**src/rtl/ssp_pkg.sv**
```systemverilog
// package: shared types and constants of the synchronous memory port
package ssp_pkg;
  localparam int ADDR_W = 20;
  localparam int DATA_W = 32;
  localparam int BE_W = 4;
  localparam int SPACES = 4;
  localparam int SPACE_W = 2;
  localparam int FIFO_DEPTH = 8;
  localparam int LAT_W = 2;
  localparam int PHASE_W = 3;
  // divider codes for the divided forwarded clock
  localparam logic [1:0] DIV_BY_1 = 2'h0;
  localparam logic [1:0] DIV_BY_2 = 2'h1;
  localparam logic [1:0] DIV_BY_4 = 2'h2;
  // clock source codes
  localparam logic CLK_FULL = 1'h0;
  localparam logic CLK_DIV = 1'h1;

  // per-space secondary control
  typedef struct packed {
    logic [LAT_W-1:0] read_latency_cycles;
    logic [LAT_W-1:0] write_latency_cycles;
    logic select_extend;
    logic strobe_function_select;
    logic clock_source_select;
  } ssp_sec_s;

  // one queued access
  typedef struct packed {
    logic wr;
    logic [SPACE_W-1:0] space;
    logic [BE_W-1:0] be;
    logic [ADDR_W-1:0] addr;
    logic [DATA_W-1:0] data;
  } ssp_req_s;

  // registered pin image
  typedef struct packed {
    logic [SPACES-1:0] cs_n;
    logic [BE_W-1:0] be_n;
    logic [ADDR_W-1:0] addr;
    logic [DATA_W-1:0] dout;
    logic doe;
    logic sa_n;
    logic sb_n;
    logic sc_n;
  } ssp_pins_s;

  localparam ssp_pins_s PINS_RST = '{cs_n: 4'hF, be_n: 4'hF, addr: 20'h00000, dout: 32'h00000000,
                                     doe: 1'h0, sa_n: 1'h1, sb_n: 1'h1, sc_n: 1'h1};

  typedef enum logic {ST_IDLE, ST_ACC} ssp_st_e;
endpackage : ssp_pkg

```
**src/rtl/ssp_port.sv**
```systemverilog
// synchronous sram / fifo memory port with request queue
//
// Contract
// - each space uses its own secondary settings
// - read data captured rl+1 cycles after command
// - write data driven wl cycles after command
// - extend off: select drops after last command
// - extend on: select held while output enable
// - strobe function 0: address strobe, deselect cycles
// - strobe function 1: read enable, no deselect
// - per-space choice of full or divided clock
// - three shared strobes: ads/sre, soe, swe
// - read data captured on selected rising edge
// - pins change only on selected rising edge
// - divided clock is full-rate clock over 1, 2, 4
`timescale 1ns/10ps

// request queue, flip-flop storage
module ssp_fifo #(
  parameter int W = 8,
  parameter int D = 8
) (
  // clock and reset
  input wire logic ref_clk,
  input wire logic rstn,
  // fill side
  input wire logic in_valid,
  output logic in_ready,
  input wire logic [W-1:0] in_data,
  // drain side
  output logic out_valid,
  input wire logic out_ready,
  output logic [W-1:0] out_data
);
  localparam int AW = $clog2(D);
  localparam int CW = $clog2(D + 1);
  localparam logic [CW-1:0] FULL_CNT = CW'(D);
  localparam logic [AW-1:0] LAST_IDX = AW'(D - 1);

  typedef struct packed {
    logic [D-1:0][W-1:0] mem;
    logic [AW-1:0] wp;
    logic [AW-1:0] rp;
    logic [CW-1:0] cnt;
    logic rdy;
  } ssp_fifo_s;

  ssp_fifo_s s;
  ssp_fifo_s next_s;
  logic push;
  logic pop;

  // count-based flags; equal pointers alone cannot tell full from empty
  assign out_valid = (s.cnt != '0);
  assign out_data = s.mem[s.rp];
  assign in_ready = s.rdy;

  // pointer wrap works for any depth, not only powers of two
  always_comb begin
    next_s = s;
    push = in_valid & s.rdy;
    pop = out_ready & out_valid;
    if (push) begin
      next_s.mem[s.wp] = in_data;
      next_s.wp = (s.wp == LAST_IDX) ? '0 : s.wp + 1'b1;
    end
    if (pop) begin
      next_s.rp = (s.rp == LAST_IDX) ? '0 : s.rp + 1'b1;
    end
    if (push && !pop) begin
      next_s.cnt = s.cnt + 1'b1;
    end else if (pop && !push) begin
      next_s.cnt = s.cnt - 1'b1;
    end
    next_s.rdy = (next_s.cnt != FULL_CNT); // registered so ready is a clean flop
  end

  always_ff @(posedge ref_clk) begin
    if (!rstn) begin
      s <= '0;
      s.rdy <= 1'b1;
    end else begin
      s <= next_s;
    end
  end
endmodule : ssp_fifo

// memory port controller
module ssp_port (
  // clock and reset
  input wire logic ref_clk,
  input wire logic rstn,
  // per-space secondary control and divider
  input wire ssp_pkg::ssp_sec_s [ssp_pkg::SPACES-1:0] space_secondary_control,
  input wire logic [1:0] div_sel,
  // access requests
  input wire logic req_valid,
  output logic req_ready,
  input wire ssp_pkg::ssp_req_s req,
  // read results
  output logic rd_valid,
  output logic [ssp_pkg::DATA_W-1:0] rd_data,
  // memory pins
  output logic full_rate_mem_clock_out,
  output logic divided_mem_clock_out,
  output logic [ssp_pkg::SPACES-1:0] chip_select_n,
  output logic [ssp_pkg::BE_W-1:0] byte_lane_enable_n,
  output logic [ssp_pkg::ADDR_W-1:0] address_bus_out,
  output logic [ssp_pkg::DATA_W-1:0] memory_data_bus_o,
  output logic memory_data_bus_oe,
  input wire logic [ssp_pkg::DATA_W-1:0] memory_data_bus_i,
  output logic shared_strobe_a_n,
  output logic shared_strobe_b_n,
  output logic shared_strobe_c_n
);
  typedef struct packed {
    ssp_pkg::ssp_st_e st;
    logic [ssp_pkg::SPACE_W-1:0] sp;
    logic wr;
    logic [ssp_pkg::LAT_W-1:0] cnt;
    logic [ssp_pkg::PHASE_W-1:0] ph;
    logic full_clk;
    logic div_clk;
    ssp_pkg::ssp_pins_s pins;
    logic [ssp_pkg::DATA_W-1:0] d_s1;
    logic [ssp_pkg::DATA_W-1:0] d_s2;
    logic rdv;
    logic [ssp_pkg::DATA_W-1:0] rdd;
    logic [1:0] cap_dly;
  } ssp_port_s;

  ssp_port_s s;
  ssp_port_s next_s;
  logic q_valid;
  logic q_pop;
  ssp_pkg::ssp_req_s q_data;
  ssp_pkg::ssp_sec_s hd_cfg;
  ssp_pkg::ssp_sec_s cur_cfg;
  // tick strobes of the full-rate and divided clocks
  logic full_tick;
  logic div_tick;
  logic hd_tick;
  logic cur_tick;
  logic done;

  // pick the rising edge the space follows
  function automatic logic sel_tick(input logic src, input logic f_tick, input logic d_tick);
    sel_tick = (src == ssp_pkg::CLK_DIV) ? d_tick : f_tick;
  endfunction : sel_tick

  // launch the command cycle of one access
  function automatic ssp_port_s issue(input ssp_port_s si, input ssp_pkg::ssp_req_s r,
                                      input ssp_pkg::ssp_sec_s c);
    ssp_port_s so;
    so = si;
    so.st = ssp_pkg::ST_ACC;
    so.sp = r.space;
    so.wr = r.wr;
    so.pins.cs_n = ~(ssp_pkg::SPACES'(1) << r.space);
    so.pins.be_n = ~r.be;
    so.pins.addr = r.addr;
    so.pins.dout = r.data;
    so.pins.sa_n = 1'b0;
    so.pins.sb_n = r.wr;
    so.pins.sc_n = ~r.wr;
    // write latency 0 puts data out with the command itself
    so.pins.doe = r.wr && (c.write_latency_cycles == '0);
    if (r.wr) begin
      so.cnt = (c.write_latency_cycles == '0) ? '0 : c.write_latency_cycles - 1'b1;
    end else begin
      so.cnt = c.read_latency_cycles;
    end
    issue = so;
  endfunction : issue

  // the queue decouples the request side from the slower memory ticks
  ssp_fifo #(
    .W($bits(ssp_pkg::ssp_req_s)),
    .D(ssp_pkg::FIFO_DEPTH)
  ) u_queue (
    .ref_clk(ref_clk),
    .rstn(rstn),
    .in_valid(req_valid),
    .in_ready(req_ready),
    .in_data(req),
    .out_valid(q_valid),
    .out_ready(q_pop),
    .out_data(q_data)
  );

  // settings of the queued and of the running access
  // settings are read live, so they must not change mid-access
  assign hd_cfg = space_secondary_control[q_data.space];
  assign cur_cfg = space_secondary_control[s.sp];

  // pins straight from the state flops
  assign full_rate_mem_clock_out = s.full_clk;
  assign divided_mem_clock_out = s.div_clk;
  assign chip_select_n = s.pins.cs_n;
  assign byte_lane_enable_n = s.pins.be_n;
  assign address_bus_out = s.pins.addr;
  assign memory_data_bus_o = s.pins.dout;
  assign memory_data_bus_oe = s.pins.doe;
  assign shared_strobe_a_n = s.pins.sa_n;
  assign shared_strobe_b_n = s.pins.sb_n;
  assign shared_strobe_c_n = s.pins.sc_n;
  assign rd_valid = s.rdv;
  assign rd_data = s.rdd;

  // clocks, edge ticks and the access sequencer
  always_comb begin
    next_s = s;
    q_pop = 1'b0;
    done = 1'b0;
    next_s.rdv = 1'b0;
    next_s.d_s1 = memory_data_bus_i;
    next_s.d_s2 = s.d_s1;
    // the pin value at the capture tick leaves the synchroniser two cycles later,
    // so rd_valid trails the tick; the same edge is sampled whatever the clock ratio
    next_s.cap_dly = {s.cap_dly[0], 1'b0};
    if (s.cap_dly[1]) begin
      next_s.rdd = s.d_s2;
      next_s.rdv = 1'b1;
    end
    // the divided clock shares the counter, so both clocks stay phase aligned
    // full-rate clock is ref over 2; divided one takes the same bit at factor 1, a higher phase bit otherwise
    next_s.ph = s.ph + 1'b1;
    next_s.full_clk = next_s.ph[0];
    if (div_sel == ssp_pkg::DIV_BY_1) begin
      next_s.div_clk = next_s.ph[0];
    end else if (div_sel == ssp_pkg::DIV_BY_2) begin
      next_s.div_clk = next_s.ph[1];
    end else begin
      next_s.div_clk = next_s.ph[2];
    end
    // pins move on the same ref edge on which the chosen clock rises
    full_tick = next_s.full_clk & ~s.full_clk;
    div_tick = next_s.div_clk & ~s.div_clk;
    hd_tick = sel_tick(hd_cfg.clock_source_select, full_tick, div_tick);
    cur_tick = sel_tick(cur_cfg.clock_source_select, full_tick, div_tick);
    case (s.st)
      ssp_pkg::ST_IDLE: begin
        // an idle tick with nothing queued leaves all pins unchanged
        if (q_valid && hd_tick) begin
          next_s = issue(next_s, q_data, hd_cfg);
          q_pop = 1'b1;
        end
      end
      ssp_pkg::ST_ACC: begin
        if (cur_tick) begin
          // single-cycle command strobes end here
          next_s.pins.sa_n = 1'b1;
          next_s.pins.sc_n = 1'b1;
          if (!(cur_cfg.select_extend && !s.wr)) begin
            next_s.pins.cs_n = '1;
          end
          if (s.wr) begin
            if (s.pins.doe) begin
              next_s.pins.doe = 1'b0;
              done = 1'b1;
            end else if (s.cnt == '0) begin
              next_s.pins.doe = 1'b1;
            end else begin
              next_s.cnt = s.cnt - 1'b1;
            end
          end else if (s.cnt == '0) begin
            // mark the capture tick; data is taken once it has crossed both flops
            next_s.cap_dly[0] = 1'b1;
            next_s.pins.sb_n = 1'b1;
            next_s.pins.cs_n = '1;
            done = 1'b1;
          end else begin
            next_s.cnt = s.cnt - 1'b1;
          end
          if (done) begin
            next_s.st = ssp_pkg::ST_IDLE;
            // fifo mode chains the next access with no deselect gap
            if (cur_cfg.strobe_function_select && q_valid && hd_cfg.strobe_function_select
                && hd_cfg.clock_source_select == cur_cfg.clock_source_select) begin
              next_s = issue(next_s, q_data, hd_cfg);
              q_pop = 1'b1;
            end
            // otherwise idle gives at least one deselect cycle
          end
        end
      end
      default: begin
        next_s.st = ssp_pkg::ST_IDLE;
      end
    endcase
  end

  // synchronous reset parks every pin at its inactive level
  always_ff @(posedge ref_clk) begin
    if (!rstn) begin
      s <= '0;
      s.pins <= ssp_pkg::PINS_RST;
    end else begin
      s <= next_s;
    end
  end
endmodule : ssp_port

```
**config.mk**
```make
export PLATFORM = sky130hd
export DESIGN_NAME = ssp_port
export DESIGN_NICKNAME = d
export VERILOG_FILES = /design/src/rtl/ssp_pkg.sv /design/src/rtl/ssp_port.sv
export SDC_FILE = /design/constraint.sdc
export NUM_CORES = 1
export LEC_CHECK = 0
export ABC_AREA = 1
export BUFFER_PORTS_ARGS = -buffer_cell sky130_fd_sc_hd__buf_4
export CORE_ASPECT_RATIO = 1.4
export CORE_MARGIN = 2
export CORE_UTILIZATION = 30
export DETAILED_ROUTE_END_ITERATION = 10
export GPL_ROUTABILITY_DRIVEN = 0
export PLACE_DENSITY = 0.55
export SYNTH_ARGS = -nofsm -noshare
export SYNTH_HDL_FRONTEND = slang
export SYNTH_SLANG_ARGS = --single-unit
```
**constraint.sdc**
```tcl
create_clock -name ref_clk -period 3.5 [get_ports ref_clk]
set_clock_uncertainty 0.2 [all_clocks]
set_input_delay 1.05 -clock ref_clk [delete_from_list [all_inputs] [get_ports ref_clk]]
set_output_delay 1.05 -clock ref_clk [all_outputs]
set_load 0.005 [all_outputs]
```
# Word level (Yosys, flattened, before mapping)
# Cells that the tools add are included.
word_totals:
  rom_bits: 0
  output_inout_bits: 100
  register_bits: 657
  ram_bits: 0
  latchBits: 0
  elab_cells: 128
  in_bits: 124
  n_memories: 0
op_classes:
  n_shift: 1
  mux: 46
  n_lt_le_gt_ge: 5
  addsub: 7
  n_mul: 0
  n_eq_ne: 9
  n_div: 0
  reduce_logical: 18
  bitwise_logic: 10
ops:
  columns: ["op", "n"]
  rows:
  - ["$mux W174", 4]
  - ["$bwmux W472", 1]
  - ["$pmux W174 S2", 1]
  - ["$bmux W59 S3", 1]
  - ["$demux W59 S3", 1]
  - ["$mux W59", 2]
  - ["$mux W33", 1]
  - ["$bmux W7 S2", 2]
  - ["$mux W4", 5]
  - ["$mux W1", 18]
  - ["$mux W2", 5]
  - ["$add A3 B1 Y3 const B", 3]
  - ["$logic_and A1 B1 Y1", 9]
  - ["$mux W3", 3]
  - ["$lt A3 B4 Y1 const B", 2]
  - ["$not A4 Y4", 2]
  - ["$mux W7", 1]
  - ["$eq A3 B3 Y1 const B", 2]
  - ["$logic_not A2 Y1", 3]
  - ["$lt A2 B3 Y1 const B", 2]
  - ["$ne A2 B1 Y1 const B", 3]
  - ["$add A4 B1 Y4 const B", 1]
  - ["$and A1 B1 Y1", 4]
  - ["$ne A4 B4 Y1 const B", 1]
  - ["other kinds (13)", 19]

# Logic depth before layout (Yosys ltp)
logic_depth:
  ltp_word: 15
  mapped_depth: 20
  ltp_nobuf: 20

# Cells and area by module
# From an unflattened synthesis, not the netlist that was laid out.
hier_totals:
  cells_unflattened: 3906
  hier_area_um2: 27701.6
modules_own_cells:
  columns: ["mod", "area_per_inst_um2", "instances", "seq_area_each_um2", "cells_each"]
  rows:
  - ["ssp_fifo", 20813.7, 1, 9669.3, 3006]
  - ["ssp_port", 6887.9, 1, 3463.3, 900]

# Least setup slack after synthesis
# No wires, ideal clock.
synth_timing:
  kind: "input -> register"
  start: "in div_sel[0]"
  end: "reg u_queue.s (netlist bit u_queue.in_ready)"
  required_ns: 3.177
  stages: 15
  n_path_buf: 0
  slack_ns: 0.642
  t_arrival_ns: 2.535
  setup_time_ns: 0.123
  cell_sequence: "inv_1 -> nor2_1 -> a211oi_1 -> a21oi_1 -> or2_2 -> mux2i_1 -> nand2_1 -> nand2_4 -> nand2_8 -> nand2_2 -> nand2_1 -> nand2_1 -> nand2_1 -> nor2_1 -> nand3_1"
synth_between:
  elab_chain_cells: 13
  elab_cells_between_ends: 18
  cone_classes: "2 x eq/ne; 9 x mux; 2 x bitwise; 5 x reduce/logical"
synth_lines:
  columns: ["element", "line", "rtl"]
  rows:
  - ["from (decl)", "ssp_port.sv:95", "input wire logic [1:0] div_sel,"]
  - ["$eq A2 B1 Y1", "ssp_port.sv:231", "end else if (div_sel == ssp_pkg::DIV_BY_2) begin"]
  - ["$mux W1", "ssp_port.sv:231", null]
  - ["$mux W1 *", "ssp_port.sv:229", "if (div_sel == ssp_pkg::DIV_BY_1) begin"]
  - ["$and A1 B1 Y1 *", "ssp_port.sv:238", "div_tick = next_s.div_clk & ~s.div_clk;"]
  - ["$mux W1", "ssp_port.sv:148", "sel_tick = (src == ssp_pkg::CLK_DIV) ? d_tick : f_tick;"]
  - ["$logic_and A1 B1 Y1", "ssp_port.sv:244", "if (q_valid && hd_tick) begin"]
  - ["$mux W1", "ssp_port.sv:244", null]
  - ["$pmux W1 S2 *", "ssp_port.sv:241", "case (s.st)"]
  - ["$and A1 B1 Y1 *", "ssp_port.sv:62", "pop = out_ready & out_valid;"]
  - ["$logic_and A1 B1 Y1 / $logic_not A1 Y1 (equally long branches)", "ssp_port.sv:72, ssp_port.sv:70", null]
  - ["$mux W4 / $logic_and A1 B1 Y1 (equally long branches)", "ssp_port.sv:72, ssp_port.sv:70", null]
  - ["$mux W4 *", "ssp_port.sv:70", "if (push && !pop) begin"]
  - ["$ne A4 B4 Y1 *", "ssp_port.sv:75", "next_s.rdy = (next_s.cnt != FULL_CNT);"]
  - ["to (signal assigned)", "ssp_port.sv:83", "s <= next_s;"]
  - ["to (decl)", "ssp_port.sv:48", "ssp_fifo_s s;"]
# Every way passes the cells marked *; elsewhere a longest branch is shown, timed or not.
# A chain may end at the register's enable or synchronous reset.

# Worst setup path in the final report
layout_timing:
  start: "reg u_queue.s[6] (netlist bit)"
  end: "reg s (netlist bit address_bus_out[8])"
layout_between:
  elab_chain_cells: 8
  elab_cells_between_ends: 17
  cone_classes: "3 x eq/ne; 10 x mux; 4 x reduce/logical"
layout_lines:
  columns: ["element", "line", "rtl"]
  rows:
  - ["$bmux W59 S3 *", "ssp_port.sv:55", "assign out_data = s.mem[s.rp];"]
  - ["$mux W59 (implied by the code) *", "ssp_port.sv:55", null]
  - ["$bmux W7 S2", "ssp_port.sv:193", "assign hd_cfg = space_secondary_control[q_data.space];"]
  - ["$mux W7 (implied by the code)", "ssp_port.sv:193", null]
  - ["$mux W1, or another cell as far along", "ssp_port.sv:148", null]
  - ["$logic_and A1 B1 Y1 (on tied branches)", "ssp_port.sv:244, ssp_port.sv:279", null]
  - ["$ne A2 B2 Y1 (no source line) / $ne A2 B1 Y1 (equally long branches)", null, null]
  - ["$reduce_and A4 Y1 (no source line)", null, null]
  - ["to (signal assigned)", "ssp_port.sv:299", "s <= next_s;"]
  - ["to (decl)", "ssp_port.sv:132", "ssp_port_s s;"]
# Every way passes the cells marked *; elsewhere a longest branch is shown, timed or not. The select of a mux whose other input is x is not followed.

==> results.cfg <==
[cts]
cts_max_level = 2
cts.sinks = 656
root_buffer = clkbuf_16
cts_buffers = 61
post_cts_resize_count = 0
clk_pin_slew_ns = 0.07
post_cts_buffers = 0
cts_buffer_depth = 3
clock_latency_ns = 0.65
cts_tree = done
holdBufCountCts = 0

[sta]
tns_ns = 0
hold_viol_final = 0
tightest_slew_ns = 0.9608
rsz0062_at_grt = no
fin_crit_ns = 3.100
setup_viol = 0
drv_slew = 0
period_share = 0.8858
relSlewSlack = 0.3595
fmax_ghz = 0.3225

[worst_setup_path]
critPathArrivalTime_ns = 3.47
ff2ff_path_depth = 17
critPathMaxFanout = 40
worstSetupPathType = reg -> reg
worst_setup_path_start_kind = flip-flop
endpoint_kind = flip-flop
r2r-end = address_bus_out[8]
rrSetupSlack_ns = 0.40
worstPathRequired_ns = 3.86
crit_path_start = u_queue.s[6]
rr_startpoint = u_queue.s[6]

[global_route]
overflow = 0
antenna_found_initial = 4
grt_pass1_vias = 21760
grt_max_degree = 159
grt_pass1_wl_um = 128300
grt_usage = 0.1704

[floorplanning]
core_region_area_mm2 = 0.09097
pin_count = 224
die_h_um = 362.1
die_w_um = 259.8
rows = 131
initial_core_util = 0.3022
dieArea_mm2 = 0.09409

[power_and_ir_drop]
max-vdd-ir-drop_mv = 0.4569
p_per_area_mw_per_mm2 = 677.0
power.total_mw = 21.42
p_leak_nw = 13.01

[route]
via_count = 23650
avgViaCountPerCell = 4.785
routed_wl_um = 82420
first_pass_iters = 5
drc = 0
antenna_left = 0
drtIter0Drc = 1757
wl_per_cell_um = 16.68

[synthesis]
ys_ff_latch = 656
synth_cell_types = 44
yosysSeqAreaShare = 0.4778
syn_nets = 3853
syn_avg_cell_area_um2 = 7.387
ys_warn_count = 0
syn-instance-count = 3721
synth_top_area_frac = 0.4778
synthTopCellsByArea = dfxtp_1 48%, o21ai_0 13%, a21oi_1 9.7%
syn_area_mm2 = 0.02749
synth_top_area_cell = dfxtp_1

[finish]
final_cells = 4942
area_growth_pct = 15.13
drive_gt1_frac = 0.1213
finish.net_count = 3824

[place]
place_hpwl_um = 48190
dp_cells = 4826
io_buffers = 223

[outcome]
status = finished clean

[hold_path]
holdCritStartpoint = s[92]
min_path_type = reg -> reg
whs_endpoint = s[60]
worstHoldPathCells = 2

[run]
max_cap_violations = 0
synthesized netlist by cell type:
master	n
a211oi_1	2
a211oi_2	16
a21boi_1	1
a21oi_1	530
a21oi_2	20
a221oi_1	31
a31oi_1	34
a32oi_1	1
buf_1	12
buf_2	5
buf_4	95
buf_6	8
clkbuf_1	248
clkbuf_2	4
clkinv_1	2
dfxtp_1	656
ha_1	8
inv_1	385
inv_2	6
inv_6	1
mux2i_1	1
nand2_1	265
nand2_2	5
nand2_4	2
nand2_8	1
nand3_1	39
nand3_2	3
nand3_4	2
nand4_1	2
nor2_1	578
nor2_4	1
nor3_1	3
nor4_1	2
o2111ai_1	5
o211ai_1	2
o211ai_2	1
o21ai_0	698
o21ai_1	28
o221ai_1	6
o22ai_1	7
o32ai_1	1
or2_2	1
xnor2_1	1
xor2_1	2
registers in the layout, indices dropped and copies added (netlist names), 4 cells and up:
signal and cells:
address_bus_out 20, byte_lane_enable_n 4, chip_select_n 4, memory_data_bus_o 32
rd_data 32, s 75, u_queue.s 482
report_power, final:
part,internal [mW],total [mW],leakage [nW],switching [mW]
Combinational,1.96,5.98,6.67,4.02
Clock,3.89,6.92,0.997,3.03
Sequential,8.11,8.53,5.34,0.421
routing by layer:
| metal | global-route usage | part of all wire | vias up |
|---|---|---|---|
| li1 | - | - | 12050 |
| met1 | 0.2281 | 0.47 | 11040 |
| met2 | 0.2840 | 0.47 | 460 |
| met3 | 0.02879 | 0.048 | 89 |
| met4 | 0.04012 | 0.017 | 6 |
| met5 | 0 | 0.00042 | - |
logic make-up after synthesis:
group / share of synthesized area
AND/OR/NAND/NOR: 0.1294
flip-flops: 0.4778
multiplexers: 0.0003642
adder cells (fa/ha/maj): 0.003642
buffers and inverters: 0.1204
XOR/XNOR: 0.0009561
AO/OA/AOI/OAI: 0.2675
critical path: stages (launching register included):
cell and delay (ns):
dfxtp_4 0.55, inv_4 0.19, nand3_1 0.17, nand3_2 0.13, nand2_2 0.17, nand2_1 0.07
nand2_1 0.05, nand2_1 0.08, nand2_1 0.11, nand2_1 0.07, nand2_2 0.10, nand3_4 0.13
nand2_4 0.13, nand2_8 0.16, inv_6 0.19, buf_12 0.24, nor2_1 0.07, a211oi_2 0.15
through the flow:
| step | setup slack (ns) | hold slack [ns] | area (µm²) | utilization |
|---|---|---|---|---|
| finish | 0.3995 | 0.2067 | 31650 | 0.3479 |
| global route | 0.08231 | 0.2279 | 31650 | 0.3479 |
| CTS | 0.3985 | 0.2054 | 31640 | 0.3478 |
| detailed placement | 0.02822 | 0.1971 | 29570 | 0.3251 |
| global placement | 0.1062 | 0.1912 | 29570 | 0.3251 |
| floorplan | 0.6418 | 0.1905 | 27490 | - |
worst max-delay path by stage:
| stage | end | slack [ns] | cells past startpoint |
|---|---|---|---|
| 2_1_floorplan | u_queue.in_ready | 0.64 | 15 |
| 3_3_place_gp | memory_data_bus_o[31] | 0.11 | 14 |
| 3_5_place_dp | address_bus_out[8] | 0.03 | 14 |
| 4_1_cts | s[168] | 0.40 | 17 |
| 5_1_grt | memory_data_bus_o[11] | 0.08 | 17 |
| 6_report | address_bus_out[8] | 0.40 | 17 |
cell type report:
cell class | instances | area, µm²
Fill cell | 9577 | 59320
Sequential cell | 656 | 13140
Multi-Input combinational cell | 2299 | 11070
Timing Repair Buffer | 280 | 2360
Clock buffer | 88 | 1769
Inverter | 394 | 1506
Tap cell | 1197 | 1498
Clock inverter | 27 | 300.3
Antenna cell | 1 | 2.502
cell usage in the layout, fill, tap and decap left out, drive strengths merged, types with 7 or more instances in the layout:
| master | Yosys | layout |
|---|---|---|
| a211oi | 18 | 18 |
| buf | 120 | 280 |
| clkinvlp | 0 | 8 |
| a21oi | 550 | 550 |
| a221oi | 31 | 31 |
| o22ai | 7 | 7 |
| inv | 392 | 390 |
| ha | 8 | 8 |
| nor2 | 579 | 579 |
| o21ai | 726 | 726 |
| clkbuf | 252 | 88 |
| clkinv | 2 | 18 |
| nand3 | 44 | 44 |
| dfxtp | 656 | 656 |
| a31oi | 34 | 34 |
| nand2 | 273 | 273 |
Power figures use the tool's default switching activity.
